===== src/inc/flash_guard_regs.svh =====
// timing constants and field values for the write guard
`ifndef FLASH_GUARD_REGS_SVH
`define FLASH_GUARD_REGS_SVH
`define CLK_PERIOD_PS      25000
`define GLITCH_TIME_PS     5000
`define GLITCH_CYCLES      ((`GLITCH_TIME_PS + `CLK_PERIOD_PS - 1) / `CLK_PERIOD_PS)
`define ERS_TIME_US        400
`define ERS_CYCLES         (`ERS_TIME_US * 40)
`define PRS_TIME_US        25
`define PRS_CYCLES         (`PRS_TIME_US * 40)
`define UNLOCK_ADDR_BITS   16
`define UNLOCK1_ADDR       16'h0555
`define UNLOCK2_ADDR       16'h02AA
`define UNLOCK1_DATA       16'h00AA
`define UNLOCK2_DATA       16'h0055
`define CMD_PROGRAM        16'h00A0
`define CMD_ERASE_SETUP    16'h0080
`define CMD_SECTOR_ERASE   16'h0030
`define PREPROGRAM_DATA    16'h0000
`define ERASED_DATA        16'hFFFF
`define POLL_BIT           7
`define TOGGLE_BIT         6
`define TOGGLE2_BIT        2
`endif


===== src/inc/flash_guard_pkg.sv =====
// types for the flash write guard
package flash_guard_pkg;
	typedef enum logic [2:0] {
		ST_READ, ST_UNLOCK2, ST_COMMAND, ST_PROG_DATA,
		ST_ERASE_UNLOCK1, ST_ERASE_UNLOCK2, ST_ERASE_CMD
	} seq_state_type;
	typedef enum logic [1:0] {OP_IDLE, OP_PROGRAM, OP_PREPROG, OP_ERASE} op_state_type;
endpackage


===== src/rtl/flash_write_guard.sv =====
// write qualification, lockout and status polling for the flash
`timescale 1ns/1ps
`include "flash_guard_regs.svh"
// Operation
// - write needs select, strobe low, enable high
// - strobe pulses under 5ns are ignored
// - power-up state is read mode
// - only complete command sequences start operations
// - strobes held low at power-up drop first command
// - low supply resets and blocks writes
// - status reads answered through the clocked rdata_out register
// - finished operation returns true data
// - toggle bits flip per read while busy
// - unlock cycles decode only low address bits
// - erase preprograms target to zero first
module flash_write_guard
	import flash_guard_pkg::*;
#(
	parameter int OP_CYCLES = 64
) (
	input  wire logic        core_clk_in,
	input  wire logic        rst_n_in,
	input  wire logic        chip_sel_n_in,
	input  wire logic        write_n_in,
	input  wire logic        out_en_n_in,
	input  wire logic        supply_low_in,
	input  wire logic [22:0] addr_in,
	input  wire logic [15:0] wdata_in,
	input  wire logic [15:0] array_data_in,
	output logic      [15:0] rdata_out,
	output logic             busy_out,
	output logic             array_we_out,
	output logic      [22:0] array_addr_out,
	output logic      [15:0] array_wdata_out
);
	localparam int GW = `GLITCH_CYCLES;
	localparam int CW = $clog2(OP_CYCLES + 1);

	seq_state_type    seq;
	op_state_type     op;
	logic [7:0]       low_count;
	logic             strobe_prev;
	logic             qualified;
	logic             write_event;
	logic             powerup_hold;
	logic             powerup_seen;
	logic             read_prev;
	logic             toggle;
	logic [15:0]      poll_data;
	logic [22:0]      op_addr;
	logic [CW-1:0]    op_count;
	logic [15:0]      low_addr;
	logic             read_cycle;
	logic [15:0]      status_word;

	////////////////////////////////////////////////////////////
	assign qualified  = !chip_sel_n_in && !write_n_in && out_en_n_in;
	assign low_addr   = addr_in[`UNLOCK_ADDR_BITS-1:0];
	assign read_cycle = !chip_sel_n_in && !out_en_n_in && write_n_in;

	// count cycles the qualifying combination has been held
	always_ff @(posedge core_clk_in or negedge rst_n_in) begin
		if (!rst_n_in) begin
			low_count   <= 8'h00;
			strobe_prev <= 1'b0;
		end else begin
			strobe_prev <= qualified;
			if (!qualified)
				low_count <= 8'h00;
			else if (low_count != 8'hFF)
				low_count <= low_count + 8'h01;
		end
	end

	// write on strobe release, held past the glitch window: one sample may be a glitch
	assign write_event = strobe_prev && write_n_in && !chip_sel_n_in && out_en_n_in
		&& (low_count > 8'(GW)) && !supply_low_in;

	////////////////////////////////////////////////////////////
	// strobes held low out of reset: discard first command
	always_ff @(posedge core_clk_in or negedge rst_n_in) begin
		if (!rst_n_in) begin
			powerup_seen <= 1'b0;
			powerup_hold <= 1'b0;
		end else begin
			powerup_seen <= 1'b1;
			if (!powerup_seen && qualified)
				powerup_hold <= 1'b1;
			else if (write_event)
				powerup_hold <= 1'b0;
		end
	end

	////////////////////////////////////////////////////////////
	// command sequence decoder
	always_ff @(posedge core_clk_in or negedge rst_n_in) begin
		if (!rst_n_in) begin
			seq <= ST_READ;
		end else if (supply_low_in) begin
			seq <= ST_READ;
		end else if (write_event && !powerup_hold && !busy_out) begin
			case (seq)
				ST_READ:
					seq <= (low_addr == `UNLOCK1_ADDR && wdata_in == `UNLOCK1_DATA) ? ST_UNLOCK2 : ST_READ;
				ST_UNLOCK2:
					seq <= (low_addr == `UNLOCK2_ADDR && wdata_in == `UNLOCK2_DATA) ? ST_COMMAND : ST_READ;
				ST_COMMAND: begin
					if (low_addr == `UNLOCK1_ADDR && wdata_in == `CMD_PROGRAM)
						seq <= ST_PROG_DATA;
					else if (low_addr == `UNLOCK1_ADDR && wdata_in == `CMD_ERASE_SETUP)
						seq <= ST_ERASE_UNLOCK1;
					else
						seq <= ST_READ;
				end
				ST_ERASE_UNLOCK1:
					seq <= (low_addr == `UNLOCK1_ADDR && wdata_in == `UNLOCK1_DATA) ? ST_ERASE_UNLOCK2 : ST_READ;
				ST_ERASE_UNLOCK2:
					seq <= (low_addr == `UNLOCK2_ADDR && wdata_in == `UNLOCK2_DATA) ? ST_ERASE_CMD : ST_READ;
				default:
					seq <= ST_READ;
			endcase
		end
	end

	////////////////////////////////////////////////////////////
	// embedded operation engine
	always_ff @(posedge core_clk_in or negedge rst_n_in) begin
		if (!rst_n_in) begin
			op        <= OP_IDLE;
			op_count  <= '0;
			op_addr   <= 23'h000000;
			poll_data <= 16'h0000;
		end else if (supply_low_in) begin
			op       <= OP_IDLE;
			op_count <= '0;
		end else begin
			case (op)
				OP_IDLE: begin
					if (write_event && !powerup_hold && seq == ST_PROG_DATA) begin
						op        <= OP_PROGRAM;
						op_addr   <= addr_in;
						poll_data <= wdata_in;
						op_count  <= CW'(OP_CYCLES);
					end else if (write_event && !powerup_hold && seq == ST_ERASE_CMD
						&& wdata_in == `CMD_SECTOR_ERASE) begin
						op        <= OP_PREPROG;
						op_addr   <= addr_in;
						poll_data <= `PREPROGRAM_DATA;
						op_count  <= CW'(OP_CYCLES);
					end
				end
				OP_PREPROG: begin
					if (op_count == '0) begin
						op        <= OP_ERASE;
						poll_data <= `ERASED_DATA;
						op_count  <= CW'(OP_CYCLES);
					end else
						op_count <= op_count - CW'(1);
				end
				OP_PROGRAM, OP_ERASE: begin
					if (op_count == '0)
						op <= OP_IDLE;
					else
						op_count <= op_count - CW'(1);
				end
				default:
					op <= OP_IDLE;
			endcase
		end
	end

	// stays up until the final word is committed
	assign busy_out = (op != OP_IDLE) || array_we_out;

	// array write port: one pulse per programmed word
	always_ff @(posedge core_clk_in or negedge rst_n_in) begin
		if (!rst_n_in) begin
			array_we_out    <= 1'b0;
			array_addr_out  <= 23'h000000;
			array_wdata_out <= 16'h0000;
		end else begin
			array_we_out    <= (op != OP_IDLE) && op_count == '0 && !supply_low_in;
			array_addr_out  <= op_addr;
			array_wdata_out <= poll_data;
		end
	end

	////////////////////////////////////////////////////////////
	// clocked status reads, toggle per read start
	always_ff @(posedge core_clk_in or negedge rst_n_in) begin
		if (!rst_n_in) begin
			read_prev <= 1'b0;
			toggle    <= 1'b0;
		end else begin
			read_prev <= read_cycle;
			if (read_cycle && !read_prev && busy_out)
				toggle <= ~toggle;
		end
	end

	always_comb begin
		status_word               = 16'h0000;
		status_word[`POLL_BIT]    = ~poll_data[`POLL_BIT];
		status_word[`TOGGLE_BIT]  = toggle;
		status_word[`TOGGLE2_BIT] = toggle;
	end

	always_ff @(posedge core_clk_in or negedge rst_n_in) begin
		if (!rst_n_in) begin
			rdata_out <= 16'h0000;
		end else if (busy_out) begin
			rdata_out <= status_word;
		end else begin
			rdata_out <= array_data_in;
		end
	end

	////////////////////////////////////////////////////////////
	property p_glitch_no_write;
		@(posedge core_clk_in) disable iff (!rst_n_in)
		(strobe_prev && low_count <= 8'(GW)) |-> !write_event;
	endproperty
	a_glitch_no_write: assert property (p_glitch_no_write) else $error("short strobe accepted");

	property p_logic_prohibit;
		@(posedge core_clk_in) disable iff (!rst_n_in)
		write_event |-> (!chip_sel_n_in && out_en_n_in && $past(qualified));
	endproperty
	a_logic_prohibit: assert property (p_logic_prohibit) else $error("write without qualifying pins");

	property p_lockout;
		@(posedge core_clk_in) disable iff (!rst_n_in)
		supply_low_in |=> (seq == ST_READ && op == OP_IDLE);
	endproperty
	a_lockout: assert property (p_lockout) else $error("state survived low supply");

	property p_powerup_discard;
		@(posedge core_clk_in) disable iff (!rst_n_in)
		(write_event && powerup_hold && op == OP_IDLE) |=> (seq == $past(seq) && op == OP_IDLE);
	endproperty
	a_powerup_discard: assert property (p_powerup_discard) else $error("first command not discarded");

	property p_start_needs_seq;
		@(posedge core_clk_in) disable iff (!rst_n_in)
		($rose(busy_out)) |-> ($past(seq) == ST_PROG_DATA || $past(seq) == ST_ERASE_CMD);
	endproperty
	a_start_needs_seq: assert property (p_start_needs_seq) else $error("operation without sequence");

	property p_true_data;
		@(posedge core_clk_in) disable iff (!rst_n_in)
		!busy_out ##1 !busy_out |-> rdata_out == $past(array_data_in);
	endproperty
	a_true_data: assert property (p_true_data) else $error("idle read not true data");

	property p_toggle_flip;
		@(posedge core_clk_in) disable iff (!rst_n_in)
		(read_cycle && !read_prev && busy_out && !supply_low_in) |=> toggle != $past(toggle);
	endproperty
	a_toggle_flip: assert property (p_toggle_flip) else $error("toggle bit did not flip");

	property p_toggle_steady;
		@(posedge core_clk_in) disable iff (!rst_n_in)
		!busy_out |=> $stable(toggle);
	endproperty
	a_toggle_steady: assert property (p_toggle_steady) else $error("toggle moved while idle");

	property p_poll_complement;
		@(posedge core_clk_in) disable iff (!rst_n_in)
		busy_out |=> rdata_out[`POLL_BIT] == ~$past(poll_data[`POLL_BIT]);
	endproperty
	a_poll_complement: assert property (p_poll_complement) else $error("poll bit not complement");

	property p_preprog_first;
		@(posedge core_clk_in) disable iff (!rst_n_in)
		(op == OP_IDLE ##1 op == OP_PREPROG) |-> poll_data == `PREPROGRAM_DATA;
	endproperty
	a_preprog_first: assert property (p_preprog_first) else $error("erase without preprogram");

	c_program: cover property (@(posedge core_clk_in) disable iff (!rst_n_in) op == OP_IDLE ##1 op == OP_PROGRAM);
	c_erase: cover property (@(posedge core_clk_in) disable iff (!rst_n_in) op == OP_PREPROG ##1 op == OP_ERASE);
	c_lockout: cover property (@(posedge core_clk_in) disable iff (!rst_n_in) busy_out ##1 supply_low_in);
	c_toggle: cover property (@(posedge core_clk_in) disable iff (!rst_n_in) busy_out && $changed(toggle));
endmodule


===== config.mk =====
export PLATFORM = sky130hd
export DESIGN_NAME = flash_write_guard
export DESIGN_NICKNAME = d
export VERILOG_FILES = /design/src/inc/flash_guard_pkg.sv /design/src/rtl/flash_write_guard.sv
export VERILOG_INCLUDE_DIRS = /design/src /design/src/inc
export SDC_FILE = /design/constraint.sdc
export NUM_CORES = 1
export LEC_CHECK = 0
export BUFFER_PORTS_ARGS = -buffer_cell sky130_fd_sc_hd__buf_2
export CORE_UTILIZATION = 45
export DETAILED_ROUTE_END_ITERATION = 16
export PLACE_DENSITY_LB_ADDON = 0.1
export SLEW_MARGIN = 20
export SYNTH_ARGS = -nofsm -noshare
export SYNTH_HDL_FRONTEND = slang
export SYNTH_SLANG_ARGS = --single-unit

===== constraint.sdc =====
create_clock -name core_clk_in -period 2.6 [get_ports core_clk_in]
set_input_delay 0.13 -clock core_clk_in [delete_from_list [all_inputs] [get_ports core_clk_in]]
set_output_delay 0.13 -clock core_clk_in [all_outputs]
set_load 0.01 [all_outputs]

==> reports/metrics.csv <==
stage;metric;value;unit
clock_network;post_cts_buffers;0;
clock_network;cts_inserted_buffers;17;
hold_path;hold_path_class;primary input to flop;
global_routing;grt_max_degree;52;
worst_setup_path;worst_setup_path_start_kind;flop;
drt;drc;0;
timing;fmax;427;MHz
clock_network;cts_tree;built;
die;num_rows;36;
layout;stdcell_area;6620;sq um
clock_network;insertion_delay;0.51;ns
logic_synthesis;ys_ff_latch;120;
logic_synthesis;netlist.area_leader.share;64.1;%
logic_synthesis;syn_avg_cell_area;12.7;sq um
worst_setup_path;reg2reg_to;op_count[4];
drt;wl;10800;um
logic_synthesis;synth.area.top_cells;dfrtp_1, mux2_2, mux2i_1;
outcome;status;completed;
timing;relSlewSlack;31.7;%
placement;routabilityCongestion;0.804;
power;leakage;3.24;nW
drt;wl_per_cell;15.3;um
clock_network;htreeDepth;4;
drt;drt-initial-drc-count;167;
layout;nets;625;
logic_synthesis;synthCells;370;
logic_synthesis;synth.distinct_cells;55;
worst_setup_path;r2r_start;op_count[0];
logic_synthesis;netlist_area;4680;sq um
worst_setup_path;path_buf_inv;1;
logic_synthesis;synth_nets;435;
logic_synthesis;synth_top_area_cell;dfrtp_1;
die;boundaryPins;118;
global_routing;grt-ovfl-total;0;
drt;ant_nets;0;
worst_setup_path;crit_slowest_cell;or3b_1;
hold_path;holdPathStages;3;
worst_setup_path;worstPathRequired;3.00;ns
timing;tightest_slew;1.02;ns
placement;io_buffers;117;
timing;hold_viol;0;
global_routing;grt_pass1_vias;3659;
die;die_y;104;um
die;start_util;47.3;%
global_routing;grt.total_usage;21.4;%
power;p_per_area;670;nW/um^2
logic_synthesis;async_flop_share;100;%
job;cap_violations;0;
worst_setup_path;r2r_slack;0.26;ns
layout;multi_input_area;1520;sq um
power;finalPower;4.44;mW
timing;min_period_over_period;90.1;%
layout;seq_area;3000;sq um
drt;dr.pass1.iters;4;
timing;fin_tns_setup;0;ns
die;die_x;104;um
global_routing;antenna_found_initial;0;
timing;period_minus_slack;2.34;ns
clock_network;cts_buffer_depth;2;
power;vdd_ir_drop_max;0.369;mV
die;coreArea;9910;sq um
logic_synthesis;synth_ff_type;dfrtp_1;
worst_setup_path;path_delay_family;compound AO/OA/AOI/OAI gates;
timing;skew;0.0147;ns
worst_setup_path;worstPathCellList;inv_1 > ha_1 > or3b_1 > o41ai_2 > a21oi_1 > a2111o_1 > a21o_1;
timing;rsz0062_at_grt;false;
timing;setup_violations;0;
logic_synthesis;yosysSeqAreaShare;64.1;%
drt;vias;3508;
worst_setup_path;critPathKind;flop to flop;
layout;fillers;768;
worst_setup_path;worst-path-max-fanout;5;
layout;final_layout_size_suffix_gt1_share;32.0;%
die;die-area;10800;sq um
logic_synthesis;yosysWarnings;0;
timing;slew_violations;0;
hold_path;min-delay-start;wdata_in[5];
hold_path;hold-path-endpoint;poll_data[5];
placement;post-dp-hpwl;6830;um
clock_network;clk_pin_slew;0.06;ns
layout;antenna_cells;0;
drt;viasPerCell;4.98;
clock_network;cts_num_sinks;120;
logic_synthesis;synth_edf_count;0;
worst_setup_path;cp_data_arrival_time;2.74;ns
worst_setup_path;slowest_delay;0.43;ns
clock_network;cts_root_buf;clkbuf_8;
layout;syn2layout_area_growth;41.4;%
worst_setup_path;worst_r2r_path_depth;7;
placement;postPlaceCellArea;5460;sq um
global_routing;grt_pass1_wl;17900;um
worst_setup_path;end_kind;flop;
## worst max-delay path by stage
stage | startpoint | to | slack, ns | depth (start not counted)
floorplan | op_count[0] | op_count[4] | 0.36 | 7
finish | op_count[0] | op_count[4] | 0.26 | 7
global placement | op_count[0] | op_count[4] | 0.27 | 7
CTS | op_count[0] | op_count[4] | 0.09 | 7
global route | chip_sel_n_in | op[0] | 0.06 | 7
detailed placement | op_count[0] | op_count[4] | 0.12 | 7
## tightest hold or removal path, cell delays in order
cell and delay, ns:
buf_2 0.15, a21oi_1 0.14, mux2i_1 0.08
## power breakdown
part / switching [mW] / internal (mW) / total [mW]
Clock: 0.772 / 1.45 / 2.22
Sequential: 0.0202 / 1.92 / 1.94
Combinational: 0.137 / 0.142 / 0.279
## sequential cells by signal, indices dropped and copies added (netlist names), 2 cells and up
name,cells
array_wdata_out,16
op_count,7
seq,3
array_addr_out,23
low_count,8
poll_data,16
op_addr,23
op,2
rdata_out,16
## through the flow
| step | util (%) | hold slack [ns] | instances | worst slack, ns |
|---|---|---|---|---|
| final | 66.8 | 0.0418 | 704 | 0.257 |
| after global routing | 66.8 | 0.0165 | 704 | 0.0562 |
| after CTS | 66.7 | 0.00923 | 704 | 0.0885 |
| after detailed placement | 55.1 | 0.200 | 616 | 0.116 |
| after global placement | 55.1 | 0.195 | 616 | 0.272 |
| after floorplan | - | -0.166 | 370 | 0.361 |
## final cells by class
class,count,share of cell area (%)
clock buffers,22,7.14
clock inverters,8,1.45
inverters,30,1.70
multi-input cells,208,22.9
flip-flops and latches,120,45.3
well taps,133,2.51
repair buffers,183,18.9
## repair_timing
action | in CTS | in global routing
endpoints found under the setup margin | 0 | 1
resized for setup | 0 | 1
hold buffers | 58 | 0
endpoints found under the hold margin | 108 | 0
## kinds of logic (layout without fill, tap and decap cells)
family,count (synthesis),in the layout,synth area share [%]
fa+ha+maj,4,4,1.07
buf+inv,42,243,3.69
other cells,1,1,0.0801
xor+xnor,3,3,0.561
simple gates,102,102,13.3
flops,120,120,64.1
mux,39,39,8.95
compound gates,59,59,8.26
## placed cells by master, fill, tap and decap left out, drive strengths merged, types with 3 or more instances in the layout
master / n
ha: 4
or3: 4
nand4b: 3
nor4bb: 4
nand2b: 3
o21ai: 8
mux2i: 16
clkinv: 5
o41ai: 4
nor2: 15
clkbuf: 22
and3: 5
nor4: 9
nor3: 8
or4: 3
mux2: 23
nand4: 7
a21oi: 22
a211oi: 3
buf: 125
dfrtp: 120
nor3b: 4
inv: 30
and2: 15
nand2: 11
a31oi: 4
nand3: 5
dlygate4sd3: 58
## metal layers
layer  share of wire (%)  routed length [um]  track usage, %  vias to the layer above
met3                 4.6                 496            5.20                        8
met2                  49                5290            34.9                      115
met4                0.81                  87            8.67                        0
met1                  45                4900            27.4                     1692
met5                   0                   0               0                        -
li1                    -                   -               -                     1693
## cell usage after synthesis (all sizes together), types with 2 or more instances
cell	count
a211oi	3
a21o	2
a21oi	22
a31oi	4
and2	15
and3	5
buf	6
clkbuf	6
dfrtp	120
ha	4
inv	30
mux2	23
mux2i	16
nand2	11
nand2b	3
nand3	5
nand3b	2
nand4	7
nand4b	3
nor2	15
nor3	8
nor3b	4
nor4	9
nor4bb	4
o211a	2
o21ai	8
o311ai	2
o31ai	2
o32ai	2
o41ai	4
or3	4
or4	3
xor2	2
Note: power is estimated with default switching activity, not from simulation.
